### config.mk
export PLATFORM = sky130hd
export DESIGN_NAME = async_serial_comms_interface
export DESIGN_NICKNAME = d
export VERILOG_FILES = /design/src/design/serial_pkg.sv /design/src/design/pin_edge.sv /design/src/design/byte_fifo.sv /design/src/design/async_serial_comms_interface.sv
export SDC_FILE = /design/constraint.sdc
export NUM_CORES = 1
export LEC_CHECK = 0
export BUFFER_PORTS_ARGS = -buffer_cell sky130_fd_sc_hd__buf_4
export CORE_MARGIN = 8
export CORE_UTILIZATION = 60
export DETAILED_ROUTE_END_ITERATION = 8
export GPL_ROUTABILITY_DRIVEN = 0
export HOLD_SLACK_MARGIN = 0.02
export PLACE_DENSITY = 0.77
export SYNTH_ARGS = -nofsm -noshare
export SYNTH_HDL_FRONTEND = slang
export SYNTH_SLANG_ARGS = --single-unit
### constraint.sdc
create_clock -name clock -period 4.2 [get_ports clock]
set_clock_uncertainty 0.2 [all_clocks]
set_input_delay 0.84 -clock clock [delete_from_list [all_inputs] [get_ports clock]]
set_output_delay 0.84 -clock clock [all_outputs]
set_load 0.005 [all_outputs]
### src/design/serial_pkg.sv
// constants, field layout and shared decoding for the serial interface
// assumes a single 40 MHz clock and bus strobes sampled on that clock
//
// Summary of operation
// - two bus locations, four registers inside
// - pair select picks data or control pair
// - selected only when high, high, low
// - data bus driven only during reads
// - enable strobe gates buffers, moves data
// - hold reset until software master reset
// - start, data, parity, one or two stops
// - queued character follows automatically
// - divide one externally synced, others internal
// - timing starts at start bit edge
// - half bit of space before alignment
// - parity, framing, overrun, full in status
// - seven bits plus parity, top bit zero
// - receive data held while next arrives
// - interrupt low while enabled cause present
// - transmit bits launched on clock fall
// - receive line sampled on clock rise
// - divide bits select ratio or reset
// - receive full set, cleared by read
// - write clears transmit empty until moved
// - control bit seven enables receive interrupts
package serial_pkg;

  // -------------------------------------------------------------------
  // control register fields
  // -------------------------------------------------------------------
  localparam int         CTRL_DIV_LO    = 0;
  localparam int         CTRL_DIV_HI    = 1;
  localparam int         CTRL_WORD_LO   = 2;
  localparam int         CTRL_WORD_HI   = 4;
  localparam int         CTRL_TXC_LO    = 5;
  localparam int         CTRL_TXC_HI    = 6;
  localparam int         CTRL_RX_IE     = 7;
  localparam logic [7:0] CTRL_RESET     = 8'h00;
  localparam logic [1:0] DIV_BY_1       = 2'h0;
  localparam logic [1:0] DIV_BY_16      = 2'h1;
  localparam logic [1:0] DIV_BY_64      = 2'h2;
  localparam logic [1:0] DIV_MRESET     = 2'h3;
  localparam logic [1:0] TXC_RTS_IE     = 2'h1;
  localparam logic [1:0] TXC_RTS_OFF    = 2'h2;
  localparam logic [1:0] TXC_BREAK      = 2'h3;

  // -------------------------------------------------------------------
  // status register bit positions
  // -------------------------------------------------------------------
  localparam int STAT_RX_REGISTER_FULL = 0;
  localparam int STAT_TX_REGISTER_EMPTY = 1;
  localparam int STAT_DCD  = 2;
  localparam int STAT_CTS  = 3;
  localparam int STAT_FE   = 4;
  localparam int STAT_OVR  = 5;
  localparam int STAT_PE   = 6;
  localparam int STAT_IRQ  = 7;

  // -------------------------------------------------------------------
  // word format flags and sizes
  // -------------------------------------------------------------------
  localparam int         FMT_LEN8      = 3;
  localparam int         FMT_PAR_EN    = 2;
  localparam int         FMT_PAR_ODD   = 1;
  localparam int         FMT_TWO_STOP  = 0;
  localparam int         DATA_WIDTH    = 8;
  localparam int         TX_FIFO_DEPTH = 16;
  localparam logic [5:0] LAST_DIV_1    = 6'h00;
  localparam logic [5:0] LAST_DIV_16   = 6'h0f;
  localparam logic [5:0] LAST_DIV_64   = 6'h3f;

  // word select code to {len8, parity on, odd, two stops}
  function automatic logic [3:0] word_format(input logic [2:0] code);
    logic [3:0] f;
    f = 4'h0;
    unique case (code)
      3'h0: f = 4'b0101;
      3'h1: f = 4'b0111;
      3'h2: f = 4'b0100;
      3'h3: f = 4'b0110;
      3'h4: f = 4'b1001;
      3'h5: f = 4'b1000;
      3'h6: f = 4'b1100;
      3'h7: f = 4'b1110;
    endcase
    return f;
  endfunction

  // divide code to last count of the clock divider
  function automatic logic [5:0] div_last(input logic [1:0] code);
    logic [5:0] l;
    l = LAST_DIV_1;
    if (code == DIV_BY_16)
      l = LAST_DIV_16;
    else if (code == DIV_BY_64)
      l = LAST_DIV_64;
    return l;
  endfunction

endpackage

### src/design/pin_edge.sv
// edge detector for a pin sampled on the system clock
// assumes the pin is already synchronous to clock
`timescale 1ns/1ps
module pin_edge #(
  parameter logic REST_LEVEL = 1'b0
) (
  input  wire logic clock,
  input  wire logic rst,
  input  wire logic level,
  output logic      rise,
  output logic      fall
);

  logic prev_r;

  // remember the last sample
  always_ff @(posedge clock or posedge rst)
  begin
    if (rst)
      prev_r <= REST_LEVEL;
    else
      prev_r <= level;
  end

  // one-cycle pulses on each change
  assign rise = level & ~prev_r;
  assign fall = ~level & prev_r;

endmodule

### src/design/byte_fifo.sv
// first-in first-out buffer with valid and ready on both sides
// assumes one clock; flush empties it in one cycle
`timescale 1ns/1ps
module byte_fifo #(
  parameter int WIDTH = 8,
  parameter int DEPTH = 16
) (
  input  wire logic             clock,
  input  wire logic             rst,
  input  wire logic             flush,
  input  wire logic             in_valid,
  output logic                  in_ready,
  input  wire logic [WIDTH-1:0] in_data,
  output logic                  out_valid,
  input  wire logic             out_ready,
  output logic      [WIDTH-1:0] out_data
);

  localparam int AW = $clog2(DEPTH);

  if (DEPTH < 2 || (1 << AW) != DEPTH)
  begin : g_bad_depth
    $error("fifo depth must be a power of two of at least two");
  end

  logic [WIDTH-1:0] mem [DEPTH];
  logic [AW:0]      wr_ptr_r;
  logic [AW:0]      rd_ptr_r;
  logic             push;
  logic             pop;

  // full when pointers differ only in the wrap bit
  assign in_ready  = ~((wr_ptr_r[AW] != rd_ptr_r[AW]) && (wr_ptr_r[AW-1:0] == rd_ptr_r[AW-1:0]));
  assign out_valid = (wr_ptr_r != rd_ptr_r);
  assign out_data  = mem[rd_ptr_r[AW-1:0]];
  assign push      = in_valid & in_ready & ~flush;
  assign pop       = out_valid & out_ready & ~flush;

  // storage write
  always_ff @(posedge clock)
  begin
    if (push)
      mem[wr_ptr_r[AW-1:0]] <= in_data;
  end

  // pointers
  always_ff @(posedge clock or posedge rst)
  begin
    if (rst)
    begin
      wr_ptr_r <= '0;
      rd_ptr_r <= '0;
    end
    else if (flush)
    begin
      wr_ptr_r <= '0;
      rd_ptr_r <= '0;
    end
    else
    begin
      if (push)
        wr_ptr_r <= wr_ptr_r + 1'b1;
      if (pop)
        rd_ptr_r <= rd_ptr_r + 1'b1;
    end
  end

endmodule

### src/design/async_serial_comms_interface.sv
// asynchronous serial communications interface: bus side, transmitter, receiver
// assumes all pins, including the bit clock pins, are synchronous to clock
`timescale 1ns/1ps
module async_serial_comms_interface #(
  parameter int FIFO_DEPTH = serial_pkg::TX_FIFO_DEPTH
) (
  input  wire logic       clock,
  input  wire logic       rst,
  input  wire logic       chip_select_high_a,
  input  wire logic       chip_select_high_b,
  input  wire logic       chip_select_low,
  input  wire logic       register_pair_select,
  input  wire logic       read_write,
  input  wire logic       enable,
  input  wire logic [7:0] bus_data_lines_in,
  output logic      [7:0] bus_data_lines_out,
  output logic            bus_data_lines_oe,
  output logic            irq_n_out,
  output logic            irq_oe,
  input  wire logic       tx_clk,
  input  wire logic       rx_clk,
  input  wire logic       rx_data_line,
  output logic            tx_data_line,
  output logic            rts_n,
  input  wire logic       cts_n,
  input  wire logic       carrier_lost
);

  typedef enum logic [2:0] {
    TX_IDLE   = 3'b000,
    TX_START  = 3'b001,
    TX_DATA   = 3'b010,
    TX_PARITY = 3'b011,
    TX_STOP   = 3'b100
  } tx_state_e;

  typedef enum logic [2:0] {
    RX_IDLE   = 3'b000,
    RX_START  = 3'b001,
    RX_DATA   = 3'b010,
    RX_PARITY = 3'b011,
    RX_STOP   = 3'b100
  } rx_state_e;

  // -------------------------------------------------------------------
  // bus access capture
  // -------------------------------------------------------------------
  logic       e_fall;
  logic       acc_sel_r;
  logic       acc_rs_r;
  logic       acc_rw_r;
  logic [7:0] acc_data_r;
  logic       sel_now;
  logic       strobe;
  logic       wr_ctrl;
  logic       wr_tx;
  logic       rd_stat;
  logic       rd_rx;

  pin_edge #(.REST_LEVEL(1'b0)) u_enable_edge (
    .clock (clock),
    .rst   (rst),
    .level (enable),
    .rise  (),
    .fall  (e_fall)
  );

  // device selected by two high selects and one low select
  assign sel_now = chip_select_high_a & chip_select_high_b & ~chip_select_low;

  // latch the access while enable is high, act on its falling edge
  always_ff @(posedge clock or posedge rst)
  begin
    if (rst)
    begin
      acc_sel_r  <= 1'b0;
      acc_rs_r   <= 1'b0;
      acc_rw_r   <= 1'b0;
      acc_data_r <= 8'h00;
    end
    else if (enable)
    begin
      acc_sel_r  <= sel_now;
      acc_rs_r   <= register_pair_select;
      acc_rw_r   <= read_write;
      acc_data_r <= bus_data_lines_in;
    end
  end

  // decode the four registers from pair select and direction
  assign strobe  = e_fall & acc_sel_r;
  assign wr_ctrl = strobe & ~acc_rs_r & ~acc_rw_r;
  assign wr_tx   = strobe & acc_rs_r & ~acc_rw_r;
  assign rd_stat = strobe & ~acc_rs_r & acc_rw_r;
  assign rd_rx   = strobe & acc_rs_r & acc_rw_r;

  // drivers on only while a selected read has enable high
  assign bus_data_lines_oe = enable & sel_now & read_write;

  // -------------------------------------------------------------------
  // control register and reset hold
  // -------------------------------------------------------------------
  logic [7:0] ctrl_r;
  logic       por_hold_r;
  logic       master_reset;
  logic       divide_select_low;
  logic       divide_select_high;
  logic       tx_control_low;
  logic       tx_control_high;
  logic       rx_interrupt_enable;
  logic [1:0] div_code;
  logic [1:0] tx_ctrl;
  logic [5:0] last_cnt;
  logic [3:0] fmt;

  // control register write
  always_ff @(posedge clock or posedge rst)
  begin
    if (rst)
      ctrl_r <= serial_pkg::CTRL_RESET;
    else if (wr_ctrl)
      ctrl_r <= acc_data_r;
  end

  // power-up hold released only by a master reset command
  always_ff @(posedge clock or posedge rst)
  begin
    if (rst)
      por_hold_r <= 1'b1;
    else if (wr_ctrl && acc_data_r[serial_pkg::CTRL_DIV_HI:serial_pkg::CTRL_DIV_LO]
             == serial_pkg::DIV_MRESET)
      por_hold_r <= 1'b0;
  end

  assign divide_select_low   = ctrl_r[serial_pkg::CTRL_DIV_LO];
  assign divide_select_high  = ctrl_r[serial_pkg::CTRL_DIV_HI];
  assign tx_control_low      = ctrl_r[serial_pkg::CTRL_TXC_LO];
  assign tx_control_high     = ctrl_r[serial_pkg::CTRL_TXC_HI];
  assign rx_interrupt_enable = ctrl_r[serial_pkg::CTRL_RX_IE];
  assign div_code            = {divide_select_high, divide_select_low};
  assign tx_ctrl             = {tx_control_high, tx_control_low};
  assign master_reset        = por_hold_r | (div_code == serial_pkg::DIV_MRESET);
  assign last_cnt            = serial_pkg::div_last(div_code);
  assign fmt = serial_pkg::word_format(ctrl_r[serial_pkg::CTRL_WORD_HI:serial_pkg::CTRL_WORD_LO]);

  // -------------------------------------------------------------------
  // transmitter
  // -------------------------------------------------------------------
  logic       tx_fall;
  logic       tx_tick;
  logic [5:0] tx_div_r;
  logic       q_valid;
  logic       q_ready;
  logic [7:0] q_data;
  logic       tx_load;
  tx_state_e  tx_state_r;
  logic [7:0] tx_shift_r;
  logic [2:0] tx_bit_r;
  logic       tx_par_r;
  logic       tx_line_r;
  logic       tx_out_r;
  logic       tx_empty;

  pin_edge #(.REST_LEVEL(1'b0)) u_tx_clk_edge (
    .clock (clock),
    .rst   (rst),
    .level (tx_clk),
    .rise  (),
    .fall  (tx_fall)
  );

  // transmit data register: written characters queue here
  byte_fifo #(.WIDTH(serial_pkg::DATA_WIDTH), .DEPTH(FIFO_DEPTH)) u_tx_fifo (
    .clock     (clock),
    .rst       (rst),
    .flush     (master_reset),
    .in_valid  (wr_tx),
    .in_ready  (q_ready),
    .in_data   (acc_data_r),
    .out_valid (q_valid),
    .out_ready (tx_load),
    .out_data  (q_data)
  );

  // bit rate divider on falling edges of the transmit clock
  always_ff @(posedge clock or posedge rst)
  begin
    if (rst)
      tx_div_r <= 6'h00;
    else if (master_reset)
      tx_div_r <= 6'h00;
    else if (tx_fall)
      tx_div_r <= (tx_div_r >= last_cnt) ? 6'h00 : tx_div_r + 6'h01;
  end

  assign tx_tick = tx_fall & (tx_div_r >= last_cnt);
  // a queued character is taken at the end of the last stop bit
  assign tx_load = tx_tick & q_valid & ~master_reset & ((tx_state_r == TX_IDLE)
                   | ((tx_state_r == TX_STOP) & (~fmt[serial_pkg::FMT_TWO_STOP]
                   | (tx_bit_r != 3'h0))));
  assign tx_empty = ~q_valid;

  // frame sequencer: start, data lsb first, parity, stops
  always_ff @(posedge clock or posedge rst)
  begin
    if (rst)
    begin
      tx_state_r <= TX_IDLE;
      tx_shift_r <= 8'h00;
      tx_bit_r   <= 3'h0;
      tx_par_r   <= 1'b0;
      tx_line_r  <= 1'b1;
    end
    else if (master_reset)
    begin
      tx_state_r <= TX_IDLE;
      tx_bit_r   <= 3'h0;
      tx_line_r  <= 1'b1;
    end
    else if (tx_load)
    begin
      tx_state_r <= TX_START;
      tx_shift_r <= q_data;
      tx_bit_r   <= 3'h0;
      tx_par_r   <= 1'b0;
      tx_line_r  <= 1'b0;
    end
    else if (tx_tick)
    begin
      unique case (tx_state_r)
        TX_IDLE:
          tx_line_r <= 1'b1;
        TX_START:
        begin
          tx_line_r  <= tx_shift_r[0];
          tx_par_r   <= tx_shift_r[0];
          tx_shift_r <= {1'b0, tx_shift_r[7:1]};
          tx_state_r <= TX_DATA;
        end
        TX_DATA:
        begin
          if (tx_bit_r == (fmt[serial_pkg::FMT_LEN8] ? 3'h7 : 3'h6))
          begin
            tx_bit_r <= 3'h0;
            if (fmt[serial_pkg::FMT_PAR_EN])
            begin
              tx_line_r  <= tx_par_r ^ fmt[serial_pkg::FMT_PAR_ODD];
              tx_state_r <= TX_PARITY;
            end
            else
            begin
              tx_line_r  <= 1'b1;
              tx_state_r <= TX_STOP;
            end
          end
          else
          begin
            tx_line_r  <= tx_shift_r[0];
            tx_par_r   <= tx_par_r ^ tx_shift_r[0];
            tx_shift_r <= {1'b0, tx_shift_r[7:1]};
            tx_bit_r   <= tx_bit_r + 3'h1;
          end
        end
        TX_PARITY:
        begin
          tx_line_r  <= 1'b1;
          tx_state_r <= TX_STOP;
        end
        TX_STOP:
        begin
          if (fmt[serial_pkg::FMT_TWO_STOP] && tx_bit_r == 3'h0)
            tx_bit_r <= 3'h1;
          else
            tx_state_r <= TX_IDLE;
        end
        default:
        begin
          tx_state_r <= TX_IDLE;
          tx_line_r  <= 1'b1;
        end
      endcase
    end
  end

  // line driver with break, and request to send
  always_ff @(posedge clock or posedge rst)
  begin
    if (rst)
    begin
      tx_out_r <= 1'b1;
      rts_n    <= 1'b1;
    end
    else if (por_hold_r)
    begin
      tx_out_r <= 1'b1;
      rts_n    <= 1'b1;
    end
    else
    begin
      tx_out_r <= (tx_ctrl == serial_pkg::TXC_BREAK) ? 1'b0 : tx_line_r;
      rts_n    <= (tx_ctrl == serial_pkg::TXC_RTS_OFF);
    end
  end

  assign tx_data_line = tx_out_r;

  // -------------------------------------------------------------------
  // receiver
  // -------------------------------------------------------------------
  logic       rx_rise;
  logic       carrier_rise;
  logic       rx_reset;
  logic       rx_sample;
  logic       rx_done;
  rx_state_e  rx_state_r;
  logic [5:0] rx_cnt_r;
  logic [7:0] rx_shift_r;
  logic [2:0] rx_bit_r;
  logic       rx_par_r;
  logic       rx_perr_r;

  pin_edge #(.REST_LEVEL(1'b0)) u_rx_clk_edge (
    .clock (clock),
    .rst   (rst),
    .level (rx_clk),
    .rise  (rx_rise),
    .fall  ()
  );

  pin_edge #(.REST_LEVEL(1'b0)) u_carrier_edge (
    .clock (clock),
    .rst   (rst),
    .level (carrier_lost),
    .rise  (carrier_rise),
    .fall  ()
  );

  assign rx_reset  = master_reset | carrier_lost;
  assign rx_sample = rx_rise & (rx_cnt_r == last_cnt);
  assign rx_done   = rx_sample & (rx_state_r == RX_STOP) & ~rx_reset;

  // start hunt, half bit qualification and mid-bit sampling
  always_ff @(posedge clock or posedge rst)
  begin
    if (rst)
    begin
      rx_state_r <= RX_IDLE;
      rx_cnt_r   <= 6'h00;
      rx_shift_r <= 8'h00;
      rx_bit_r   <= 3'h0;
      rx_par_r   <= 1'b0;
      rx_perr_r  <= 1'b0;
    end
    else if (rx_reset)
    begin
      rx_state_r <= RX_IDLE;
      rx_cnt_r   <= 6'h00;
    end
    else if (rx_rise)
    begin
      unique case (rx_state_r)
        RX_IDLE:
        begin
          rx_cnt_r <= 6'h00;
          rx_bit_r <= 3'h0;
          rx_par_r <= 1'b0;
          if (!rx_data_line)
            // divide by one trusts external alignment
            rx_state_r <= (last_cnt == 6'h00) ? RX_DATA : RX_START;
        end
        RX_START:
        begin
          if (rx_data_line)
            rx_state_r <= RX_IDLE;
          else if (rx_cnt_r == (last_cnt >> 1))
          begin
            rx_cnt_r   <= 6'h00;
            rx_state_r <= RX_DATA;
          end
          else
            rx_cnt_r <= rx_cnt_r + 6'h01;
        end
        default:
        begin
          if (rx_cnt_r != last_cnt)
            rx_cnt_r <= rx_cnt_r + 6'h01;
          else
          begin
            rx_cnt_r <= 6'h00;
            if (rx_state_r == RX_DATA)
            begin
              rx_shift_r <= {rx_data_line, rx_shift_r[7:1]};
              rx_par_r   <= rx_par_r ^ rx_data_line;
              rx_bit_r   <= rx_bit_r + 3'h1;
              if (rx_bit_r == (fmt[serial_pkg::FMT_LEN8] ? 3'h7 : 3'h6))
                rx_state_r <= fmt[serial_pkg::FMT_PAR_EN] ? RX_PARITY : RX_STOP;
            end
            else if (rx_state_r == RX_PARITY)
            begin
              rx_perr_r  <= rx_par_r ^ rx_data_line ^ fmt[serial_pkg::FMT_PAR_ODD];
              rx_state_r <= RX_STOP;
            end
            else
              rx_state_r <= RX_IDLE;
          end
        end
      endcase
    end
  end

  // -------------------------------------------------------------------
  // status flags and receive data register
  // -------------------------------------------------------------------
  logic [7:0] rx_data_r;
  logic       rx_register_full_r;
  logic       overrun_r;
  logic       framing_r;
  logic       parity_r;
  logic       dcd_flag_r;
  logic       stat_seen_r;
  logic       rx_register_full;
  logic       tx_register_empty;
  logic       dcd_bit;
  logic       irq_cause;
  logic [7:0] status;

  // completed character moves over only into an empty register
  always_ff @(posedge clock or posedge rst)
  begin
    if (rst)
    begin
      rx_data_r <= 8'h00;
      framing_r <= 1'b0;
      parity_r  <= 1'b0;
    end
    else if (master_reset)
    begin
      framing_r <= 1'b0;
      parity_r  <= 1'b0;
    end
    else if (rx_done && !rx_register_full_r)
    begin
      rx_data_r <= fmt[serial_pkg::FMT_LEN8] ? rx_shift_r : {1'b0, rx_shift_r[7:1]};
      framing_r <= ~rx_data_line;
      parity_r  <= rx_perr_r & fmt[serial_pkg::FMT_PAR_EN];
    end
  end

  // full and overrun flags; a new event wins over a clearing read
  always_ff @(posedge clock or posedge rst)
  begin
    if (rst)
    begin
      rx_register_full_r    <= 1'b0;
      overrun_r <= 1'b0;
    end
    else if (master_reset)
    begin
      rx_register_full_r    <= 1'b0;
      overrun_r <= 1'b0;
    end
    else
    begin
      if (rx_done && !rx_register_full_r)
        rx_register_full_r <= 1'b1;
      else if (rd_rx)
        rx_register_full_r <= 1'b0;
      if (rx_done && rx_register_full_r)
        overrun_r <= 1'b1;
      else if (rd_rx)
        overrun_r <= 1'b0;
    end
  end

  // carrier loss latch, cleared by status read then data read
  always_ff @(posedge clock or posedge rst)
  begin
    if (rst)
    begin
      dcd_flag_r  <= 1'b0;
      stat_seen_r <= 1'b0;
    end
    else if (master_reset)
    begin
      dcd_flag_r  <= 1'b0;
      stat_seen_r <= 1'b0;
    end
    else
    begin
      if (carrier_rise)
        dcd_flag_r <= 1'b1;
      else if (rd_rx && stat_seen_r)
        dcd_flag_r <= 1'b0;
      if (rd_stat)
        stat_seen_r <= 1'b1;
      else if (rd_rx)
        stat_seen_r <= 1'b0;
    end
  end

  assign rx_register_full  = rx_register_full_r & ~carrier_lost;
  assign tx_register_empty = tx_empty & ~cts_n;
  assign dcd_bit           = dcd_flag_r | carrier_lost;
  assign irq_cause = (rx_interrupt_enable & (rx_register_full | dcd_bit))
                   | ((tx_ctrl == serial_pkg::TXC_RTS_IE) & tx_register_empty);

  always_comb
  begin
    status                        = 8'h00;
    status[serial_pkg::STAT_RX_REGISTER_FULL] = rx_register_full;
    status[serial_pkg::STAT_TX_REGISTER_EMPTY] = tx_register_empty;
    status[serial_pkg::STAT_DCD]  = dcd_bit;
    status[serial_pkg::STAT_CTS]  = cts_n;
    status[serial_pkg::STAT_FE]   = framing_r;
    status[serial_pkg::STAT_OVR]  = overrun_r;
    status[serial_pkg::STAT_PE]   = parity_r;
    status[serial_pkg::STAT_IRQ]  = irq_cause;
  end

  // read data and interrupt drive, both from flip-flops
  always_ff @(posedge clock or posedge rst)
  begin
    if (rst)
    begin
      bus_data_lines_out <= 8'h00;
      irq_oe             <= 1'b0;
    end
    else
    begin
      bus_data_lines_out <= register_pair_select ? rx_data_r : status;
      irq_oe             <= irq_cause & ~por_hold_r;
    end
  end

  assign irq_n_out = 1'b0; // open drain: only ever pulls low

endmodule

==> key figures, run 1 <==
Floorplan
  – Initial Util: 61.36%
  – Rows: 47
  – Placeable Area: 0.01664 mm2
  – Die H: around 150 um
  – DIE AREA: approximately 0.021 mm2
  – Ports: 34
  – Die Width: 146.5 um

Routing
  – Remaining antenna violation count: 0
  – Via/cell ratio: 6.284
  – 1st-pass router iterations: 5
  – Routed len/inst: ~22 um
  – DRT iter0 DRCs: between 500 and 600
  – Via count: 6372
  – DRC: 0
  – Total Routed Length: 21830 um

Synth
  – Top cells by area, synth: edfxtp_1 (38%), dfrtp_1 (24%), mux4_2 (7.3%)
  – Post-synth EDFFs: 128
  – Synth top area share: a little under two fifths
  – Count of cell types in the netlist: 70
  – Top_reg_cell synth: edfxtp_1
  – Cell area after synthesis: between 0.01 and 0.015 mm2
  – Yosys reg bits: 231
  – Avg Cell Area, Syn: between 10 and 15 um2
  – Fraction of registers with async set/reset: between 40 and 50%
  – Post-Synthesis Cells: 740
  – Synth area leader: edfxtp_1
  – Warnings from Yosys: 0
  – Seq/Total Area, Yosys: 62.93%
  – Syn Nets: 776

Clock tree
  – CTS max path bufs: 3
  – # hold bufs at CTS: 0
  – CTS resizes: 0
  – CTS Sinks: 231
  – Clock slew seen by the registers of the worst setup and hold paths: 60 ps
  – CTS H-tree lvls: 1
  – Clock root cell: clkbuf_16
  – Num CTS Buffers: 24
  – Post-CTS Setup Inserts: 0
  – CTS tree: yes
  – Clk_lat worst skew: 530 ps

Pwr
  – PnR Total Power: slightly below 5 mW
  – Worst vdd ir: 0.3478 mV
  – Leakage power: between 4 and 5 nW
  – Power Dens Cells: 434.5 mW/mm2

Global route
  – Largest net degree at the start of global routing: between 50 and 60
  – Initial antenna violation count: 0
  – GRT overflow: 0
  – First-pass GRT wire length: 35180 um
  – Aggregate global-route resource usage: between 20% and 30%
  – Vias in the first global route: 6377

Layout
  – Ant diodes: 0
  – NumNets Final: 812
  – Area Overhead vs Synth: 11.93%
  – Finished Core Util: 68.69%
  – Most frequent cells in the layout: edfxtp_1 (128), dfrtp_1 (98), nand2_1 (61), nor2_1 (56), buf_4 (46)
  – Share of layout cells above drive strength 1: 20.03%
  – Most common cell after layout, fill and taps aside: edfxtp_1
  – Final Instance Area: 0.01143 mm2

Worst setup path
  – Reg2reg setup slack: 780 ps
  – Cells on worst reg2reg path: 7
  – Crit Path Max Fanout: 20
  – Worst setup EP type: flop
  – Setup CP Type: flop to flop
  – CP arrival: 3640 ps
  – Worst endpoint required time: between 4000 and 5000 ps
  – Critical Path Source Type: flop
  – Worst r2r dst: parity_r
  – Worst r2r src: ctrl_r[1]
  – Critical Path Start: ctrl_r[1]
  – End of the critical path: parity_r

Place
  – DP Area: approximately 0.011 mm2
  – Port Buffers: 32
  – DP Wirelength: 14040 um

STA
  – Final hold slack: 221.4 ps
  – Final slew viol count: 0
  – Fin Setup TNS: 0 ps
  – RSZ-0062 raised after global routing: false
  – Max-slew headroom: 32.08%
  – Post-layout min period: 3424 ps
  – Final Hold Fails: 0
  – Worst Max-Slew Pin Slew: slightly above 1000 ps
  – Final period utilization: 81.52%
  – Final setup viols: 0
  – Fmax: 292.1 MHz

Status
  – Status: finished, final reports clean

Job
  – Max cap viols: 0

Worst hold path
  – Hold crit path type: input pin to async pin
==> logic make-up (layout without fill, tap and decap cells) <==
kind of cell | after synthesis | in the layout | synth area share (%)
flops | 231 | 231 | 62.93
simple gates | 210 | 210 | 10.28
compound gates | 121 | 121 | 7.890
mux | 81 | 81 | 12.33
buf+inv | 56 | 110 | 2.560
xor+xnor | 25 | 25 | 2.144
fa+ha+maj | 15 | 15 | 1.838
other cells | 1 | 1 | 0.03672
==> Yosys cell counts (all sizes together), types with 20 or more instances <==
master	number
a21oi	29
clkbuf	20
dfrtp	99
edfxtp	128
inv	20
mux2	28
mux2i	20
mux4	33
nand2	61
nor2	57
o21ai	29
==> per-stage QoR <==
step	instances	worst slack, ps
finish	1014	776.1
global route	1014	536.7
CTS	1014	858.2
detailed placement	970	647.9
global placement	970	761.1
floorplan	740	462.8
==> registers in the layout, summed over array words and instances (netlist names), 3 cells and up <==
register / count
acc_data_r: 8
bus_data_lines_out: 8
ctrl_r: 8
rx_bit_r: 3
rx_cnt_r: 6
rx_data_r: 8
rx_shift_r: 8
rx_state_r: 3
tx_bit_r: 3
tx_div_r: 6
tx_shift_r: 8
tx_state_r: 3
u_tx_fifo.mem: 128
u_tx_fifo.rd_ptr_r: 5
u_tx_fifo.wr_ptr_r: 5
==> critical path, cell delays in order (launching register included) <==
cell and delay [ps]:
dfrtp_1 400, ha_1 480, nor4b_1 400, o2111ai_1 340
nor4_1 550, and2b_1 600, nor2_1 110, a31o_2 230
==> power by group <==
group / switching (mW) / internal [mW]
combinational: 0.205 / 0.140
clock: 0.882 / 1.19
sequential: 0.0873 / 2.47
total: 1.17 / 3.79
==> cell type report <==
cell class,instances,area (um2)
Clock inverter,9,102.6
Sequential cell,231,6427
Tap cell,220,275.3
Clock buffer,35,671.9
Timing Repair Buffer,46,345.3
Fill cell,1082,5211
Multi-Input combinational cell,453,3531
Inverter,20,77.57
==> layer usage <==
metal | vias to the layer above | routed length [um] | global-route usage, %
li1 | 2831 | - | -
met1 | 3244 | 9321 | 28.21
met2 | 257 | 10740 | 33.63
met3 | 40 | 1279 | 2.967
met4 | 0 | 488 | 6.079
met5 | - | 0 | 0
==> worst min path at each step <==
stage                        startpoint              endpoint  slack, ps  cells after the start
after global routing             rx_clk  u_rx_clk_edge.prev_r        220                      1
after CTS                        rx_clk  u_rx_clk_edge.prev_r        220                      1
after global placement    tx_shift_r[1]         tx_shift_r[1]        270                      2
final                               rst              rx_par_r        220                      2
after floorplan               ctrl_r[5]                 rts_n        230                      1
after detailed placement      rx_perr_r             rx_perr_r        290                      2
Note: power is estimated with default switching activity, not from simulation.
==> run 2: changes to the inputs <==
- CORE_UTILIZATION: 60 -> 56
- PLACE_DENSITY: 0.77 -> 0.76
- clock period: 4.2 -> 2.9 ns (I/O delays scaled with it)
==> key figures, run 2 (synthesized netlist as in run 1, its figures left out) <==
Status
  – Status: finished, final reports clean (unchanged)

Worst setup path
  – End of the critical path: tx_state_r[0] (was parity_r)
  – Worst endpoint required time: 3080 ps (was 4420 ps)
  – Max stage delay on crit path: 400 ps (was 600 ps)
  – Buf/Inv on CP: 1 (was 0)
  – Critical Path Source Type: flop (unchanged)
  – Cells on worst reg2reg path: 8 (was 7)
  – Worst r2r dst: tx_state_r[0] (was parity_r)
  – Worst r2r src: ctrl_r[1] (unchanged)
  – Crit Path Max Fanout: 8 (was 20)
  – Setup CP Type: flop to flop (unchanged)
  – Worst setup EP type: flop (unchanged)
  – Worst path top cell family by delay: compound AO/OA/AOI/OAI gates (was simple AND/OR/NAND/NOR gates)
  – Slowest CP cell: dfrtp_1 (was and2b_1)
  – Worst path depth: 8 (was 7)
  – CP cell instances: ha_2, or3b_1, a221o_1, a21oi_4, buf_6, nand2_1, o31ai_1, o2bb2a_2 (was ha_1, nor4b_1, o2111ai_1, nor4_1, and2b_1, nor2_1, a31o_2)
  – CP arrival: 2950 ps (was 3640 ps)
  – Critical Path Start: ctrl_r[1] (unchanged)
  – Reg2reg setup slack: 130 ps (was 780 ps)

Layout
  – NumNets Final: 848 (was 812)
  – Most frequent cells in the layout: edfxtp_1 (128), dfrtp_1 (98), buf_4 (76), nand2_1 (60), nor2_1 (56) (was edfxtp_1 (128), dfrtp_1 (98), nand2_1 (61), nor2_1 (56), buf_4 (46))
  – Ant diodes: 0 (unchanged)
  – Max reg flops: 128 (unchanged)
  – FILL cells: 1250 (was 1082)
  – Most common cell after layout, fill and taps aside: edfxtp_1 (unchanged)
  – Share of layout cells above drive strength 1: 24.00% (was 20.03%)
  – Area Overhead vs Synth: 15.43% (was 11.93%)

STA
  – Final slew viol count: 0 (unchanged)
  – Fin Setup TNS: 0 ps (unchanged)
  – Post-layout min period: 2770 ps (was 3424 ps)
  – Final worst slack: 130.0 ps (was 776.1 ps)
  – Worst Max-Slew Pin Slew: 822.1 ps (was 1010 ps)
  – Fmax: 361.0 MHz (was 292.1 MHz)
  – Final Hold Fails: 0 (unchanged)
  – Final hold slack: 29.45 ps (was 221.4 ps)
  – Max-slew headroom: 45.19% (was 32.08%)
  – Final setup viols: 0 (unchanged)
  – Final period utilization: 95.52% (was 81.52%)

Clock tree
  – CTS H-tree lvls: 1 (unchanged)
  – Clock slew seen by the registers of the worst setup and hold paths: 60 ps (about the same)
  – Clk_lat worst skew: 500 ps (was 530 ps)
  – Clock root cell: clkbuf_16 (unchanged)
  – Num CTS Buffers: 24 (unchanged)
  – CTS max path bufs: 3 (unchanged)
  – CTS Sinks: 231 (unchanged)
  – CTS tree: yes (unchanged)

Pwr
  – Part of the power in registers: 50.9% (was 51.5%)
  – P_sw: 1.620 mW (was 1.174 mW)
  – Clock share of power: 41.5% (was 41.6%)
  – Worst vdd ir: 0.5488 mV (was 0.3478 mV)
  – Power Dens Cells: 615.1 mW/mm2 (was 434.5 mW/mm2)
  – Internal power: 5.631 mW (was 3.793 mW)
  – Leakage power: 4.504 nW (was 4.301 nW)
  – Combinational share of power: 7.5% (was 6.9%)
  – Switching share of power: 22.35% (was 23.63%)

Floorplan
  – Die H: 151.0 um (was 146.5 um)
  – DIE AREA: 0.02281 mm2 (was 0.02145 mm2)
  – Ports: 34 (unchanged)
  – Placeable Area: 0.01790 mm2 (was 0.01664 mm2)
  – Rows: 49 (was 47)
  – Die Width: 151.0 um (was 146.5 um)
  – Initial Util: 57.05% (was 61.36%)

Global route
  – GRT overflow: 0 (unchanged)
  – Initial antenna violation count: 0 (unchanged)
  – First-pass GRT wire length: 34450 um (was 35180 um)
  – Aggregate global-route resource usage: 19.23% (was 20.58%)
  – Largest net degree at the start of global routing: 104 (was 55)
  – Vias in the first global route: 6517 (was 6377)

Routing
  – Via count: 6312 (was 6372)
  – Via/cell ratio: 5.966 (was 6.284)
  – DRT iter0 DRCs: 594 (was 572)
  – Remaining antenna violation count: 0 (unchanged)
  – Routed len/inst: 20.11 um (was 21.53 um)
  – Total Routed Length: 21270 um (was 21830 um)
  – 1st-pass router iterations: 5 (unchanged)
  – DRC: 0 (unchanged)

Place
  – DP Wirelength: 13860 um (was 14040 um)
  – Port Buffers: 32 (unchanged)
  – Setup slack at placement: 31.30 ps (was 647.9 ps)

Worst hold path
  – Hold crit path type: input pin to async pin (unchanged)

Job
  – Max cap viols: 0 (unchanged)
## run 2: worst min-delay path by stage
stage                       startpoint               endpoint  slack (ps)  depth (start not counted)
final                              rst          rx_shift_r[1]          30                          3
after global routing      carrier_lost  u_carrier_edge.prev_r          50                          1
after CTS                 carrier_lost  u_carrier_edge.prev_r          40                          1
after detailed placement     ctrl_r[5]                  rts_n         270                          1
after global placement       ctrl_r[5]                  rts_n         260                          1
after floorplan              ctrl_r[5]                  rts_n         230                          1
## run 2: what timing repair did
| action | in CTS | in global routing |
|---|---|---|
| setup buffers | 0 | 2 |
| endpoints found under the setup margin | 0 | 30 |
| hold buffers | 2 | 0 |
| endpoints found under the hold margin | 2 | 0 |
| resized for setup | 0 | 7 |
## run 2: cell type report
type / count / area, um2 / area share, %
sequential: 231 / 6427 / 54.53
clock inverter: 8 / 93.84 / 0.7961
tap: 229 / 286.5 / 2.431
clock buffer: 35 / 683.2 / 5.796
timing repair buffer: 82 / 661.9 / 5.615
multi-input combinational: 453 / 3556 / 30.17
inverter: 20 / 78.83 / 0.6687
## run 2: through the flow
stage	utilization, %	std cells	instance area [um2]	total power [mW]
finish	65.84	1058	11790	7.251
global route	65.84	1058	11790	7.482
CTS	65.63	1056	11750	7.283
detailed placement	61.18	1011	10950	4.283
global placement	61.18	1011	10950	4.260
floorplan	-	740	10220	4.070
## run 2: power by group through the flow
stage	clock, mW	sequential [mW]	combinational, mW
6_report	3.01	3.69	0.546
5_1_grt	3.17	3.71	0.602
4_1_cts	3.05	3.70	0.534
3_5_place_dp	0	3.76	0.523
3_3_place_gp	0	3.75	0.506
2_1_floorplan	0	3.70	0.366
## run 2: tightest hold or removal path, cell delays in order
cell	delay (ps)
buf_4	120
clkinvlp_4	70
buf_12	410
## run 2: layer usage
metal,share of wire [%],GRT usage [%],vias up
met5,0,0,-
met1,43,26.01,3145
li1,-,-,2906
met2,50,31.56,227
met4,1.6,5.294,0
met3,6.0,3.436,34
==> run 3: changes to the inputs <==
- ABC_AREA: unset -> 1
==> key figures, run 3 <==
Global route
  – Vias in the first global route: 7392 (was 6517)
  – Largest net degree at the start of global routing: 104 (unchanged)
  – Aggregate global-route resource usage: 20.21% (was 19.23%)
  – Initial antenna violation count: 2 (was 0)
  – GRT overflow: 0 (unchanged)
  – First-pass GRT wire length: 38270 um (was 34450 um)

Layout
  – Area Overhead vs Synth: 12.15% (was 15.43%)
  – Final Instance Area: 0.01183 mm2 (was 0.01179 mm2)
  – Post-route insts no fill: 1334 (was 1058)
  – NumNets Final: 1117 (was 848)
  – Most common cell after layout, fill and taps aside: nand2_1 (was edfxtp_1)
  – Finished Core Util: 63.66% (was 65.84%)
  – Max reg flops: 128 (unchanged)
  – Share of layout cells above drive strength 1: 14.21% (was 24.00%)
  – Most frequent cells in the layout: nand2_1 (199), edfxtp_1 (128), nor2_1 (125), dfrtp_1 (98), o21ai_0 (97) (was edfxtp_1 (128), dfrtp_1 (98), buf_4 (76), nand2_1 (60), nor2_1 (56))

Synth
  – Cell area after synthesis: 0.01055 mm2 (was 0.01021 mm2)
  – Post-synth EDFFs: 128 (unchanged)
  – Syn Nets: 1068 (was 776)
  – Post-Synthesis Cells: 1032 (was 740)
  – Warnings from Yosys: 0 (unchanged)
  – Top_reg_cell synth: edfxtp_1 (unchanged)
  – Most numerous cell in the Yosys netlist: nand2_1 (was edfxtp_1)
  – Yosys reg bits: 231 (unchanged)
  – Synth top area share: 36.44% (was 37.64%)
  – Synth area leader: edfxtp_1 (unchanged)
  – Top cells by area, synth: edfxtp_1 (36%), dfrtp_1 (23%), nand2_1 (7.1%) (was edfxtp_1 (38%), dfrtp_1 (24%), mux4_2 (7.3%))
  – Seq/Total Area, Yosys: 60.93% (was 62.93%)
  – Most frequent cells after synthesis: nand2_1 (199), edfxtp_1 (128), nor2_1 (125) (was edfxtp_1 (128), dfrtp_1 (99), nand2_1 (61))
  – Avg Cell Area, Syn: 10.22 um2 (was 13.80 um2)
  – Count of cell types in the netlist: 54 (was 70)
  – Fraction of registers with async set/reset: 44.59% (unchanged)

Place
  – DP Wirelength: 15690 um (was 13860 um)
  – Port Buffers: 32 (unchanged)
  – Placed Cells: 1287 (was 1011)
  – DP Area: 0.01109 mm2 (was 0.01095 mm2)

STA
  – Max-slew headroom: 46.40% (was 45.19%)
  – RSZ-0062 raised after global routing: false
  – Fin Setup TNS: 0 ps (unchanged)
  – Final Hold Fails: 0 (unchanged)
  – Post-layout min period: 2623 ps (was 2770 ps)
  – Final setup viols: 0 (unchanged)
  – Fmax: 381.2 MHz (was 361.0 MHz)
  – Final slew viol count: 0 (unchanged)
  – Final period utilization: 90.47% (was 95.52%)
  – Worst Max-Slew Pin Slew: 804.0 ps (was 822.1 ps)

Floorplan
  – Rows: 50 (was 49)
  – DIE AREA: 0.02348 mm2 (was 0.02281 mm2)
  – Initial Util: 56.77% (was 57.05%)
  – Placeable Area: 0.01858 mm2 (was 0.01790 mm2)
  – Die H: 153.2 um (was 151.0 um)
  – Ports: 34 (unchanged)
  – Die Width: 153.2 um (was 151.0 um)

Routing
  – Via count: 7638 (was 6312)
  – WL met2: 10890 um (was 10530 um)
  – Routed len/inst: 17.83 um (was 20.11 um)
  – Wl on met1: 10140 um (was 9138 um)
  – Remaining antenna violation count: 0 (unchanged)
  – Total Routed Length: 23780 um (was 21270 um)
  – 1st-pass router iterations: 5 (unchanged)
  – DRT iter0 DRCs: 896 (was 594)
  – Via/cell ratio: 5.726 (was 5.966)
  – Met3 WL post-DR: 2035 um (was 1270 um)
  – DR top layer: met4 (unchanged)
  – DRC: 0 (unchanged)

Worst hold path
  – Hold crit path type: input pin to async pin (unchanged)

Clock tree
  – Clk_lat worst skew: 520 ps (was 500 ps)
  – Clock root cell: clkbuf_16 (unchanged)
  – CTS resizes: 0 (unchanged)
  – Post-CTS Setup Inserts: 0 (unchanged)
  – CTS H-tree lvls: 1 (unchanged)
  – Num CTS Buffers: 23 (was 24)
  – Clock slew seen by the registers of the worst setup and hold paths: 60 ps (about the same)
  – CTS tree: yes (unchanged)
  – CTS Sinks: 231 (unchanged)
  – CTS max path bufs: 3 (unchanged)

Worst setup path
  – CP arrival: 2800 ps (was 2950 ps)
  – Setup CP Type: flop to flop (unchanged)
  – Crit Path Max Fanout: 20 (was 8)
  – Worst endpoint required time: 3070 ps (was 3080 ps)
  – Critical Path Source Type: flop (unchanged)
  – Worst setup EP type: flop (unchanged)

Pwr
  – Leakage power: 4.965 nW (was 4.504 nW)
  – PnR Total Power: 8.073 mW (was 7.251 mW)
  – Worst vdd ir: 0.5121 mV (was 0.5488 mV)
  – Power Dens Cells: 682.5 mW/mm2 (was 615.1 mW/mm2)

Status
  – Status: finished, final reports clean (unchanged)

Job
  – Max cap viols: 0 (unchanged)
[run 3: changes by cell type after synthesis, sizes merged, moves of 24 or more]
cell	delta
inv	+65
mux2	-24
mux4	-33
nand2	+148
nand3	+58
nor2	+75
o21ai	+86
[run 3: critical path, cell delays in order, from the launching register on]
cell,delay [ps]
dfrtp_1,400
ha_1,500
inv_4,70
o21ai_1,120
o21ai_1,90
nor3_2,180
nand2_2,100
clkinv_2,150
nand3_2,390
nand2_2,220
o22ai_2,80
[run 3: layout make-up]
| cell class | instances | area (um2) |
|---|---|---|
| diodes | 2 | 5.005 |
| clock buffers | 33 | 623.1 |
| multi-input cells | 672 | 3550 |
| repair buffers | 67 | 523.0 |
| clock inverters | 9 | 77.57 |
| fillers | 1395 | 6751 |
| inverters | 86 | 330.3 |
| well taps | 234 | 292.8 |
| flip-flops and latches | 231 | 6427 |
[run 3: cell families (layout without fill, tap and decap cells)]
group | after synthesis | count (layout) | share of synthesized area, %
AOI/OAI and AO/OA | 180 | 180 | 10.25
and+or+nand+nor | 450 | 450 | 19.26
adders and majority gates | 15 | 15 | 1.779
other | 1 | 3 | 0.03555
muxes | 10 | 10 | 0.9964
DFF | 231 | 231 | 60.93
xor gates and xnor gates | 16 | 16 | 1.329
buffers and inverters | 129 | 195 | 5.421
[run 3: through the flow]
stage / hold WS (ps) / setup slack [ps]
finish: 16.11 / 276.5
global route: 67.28 / 75.81
CTS: 42.86 / 284.9
detailed placement: 258.7 / 291.4
global placement: 256.1 / 391.4
floorplan: 241.4 / 467.4
[run 3: path summary, 6_finish.rpt]
kind	slack, ps	to	cells past startpoint	startpoint
worst min register to register	270	tx_line_r	2	tx_line_r
worst max register to register	280	framing_r	10	ctrl_r[1]
max in group asynchronous	2040	u_tx_fifo.rd_ptr_r[0]	3	rst
worst min-delay path	20	acc_data_r[6]	3	rst
worst max-delay path	280	framing_r	10	ctrl_r[1]
min in group clock	100	acc_data_r[2]	3	bus_data_lines_in[2]
[run 3: where the power goes]
group | internal (mW) | switching (mW) | leakage, nW
clock network | 1.59 | 1.20 | 0.345
registers | 3.67 | 0.246 | 2.50
logic | 0.447 | 0.912 | 2.12
[run 3: what timing repair did]
item                                    in CTS  in global routing
hold endpoints to repair                     3                  0
hold buffers                                 3                  0
endpoints found under the setup margin       0                  0
[run 3: layer usage]
layer | vias up | GRT usage (%)
li1 | 3617 | -
met1 | 3638 | 27.35
met4 | 0 | 7.729
met3 | 59 | 4.201
met5 | - | 0
met2 | 324 | 31.58
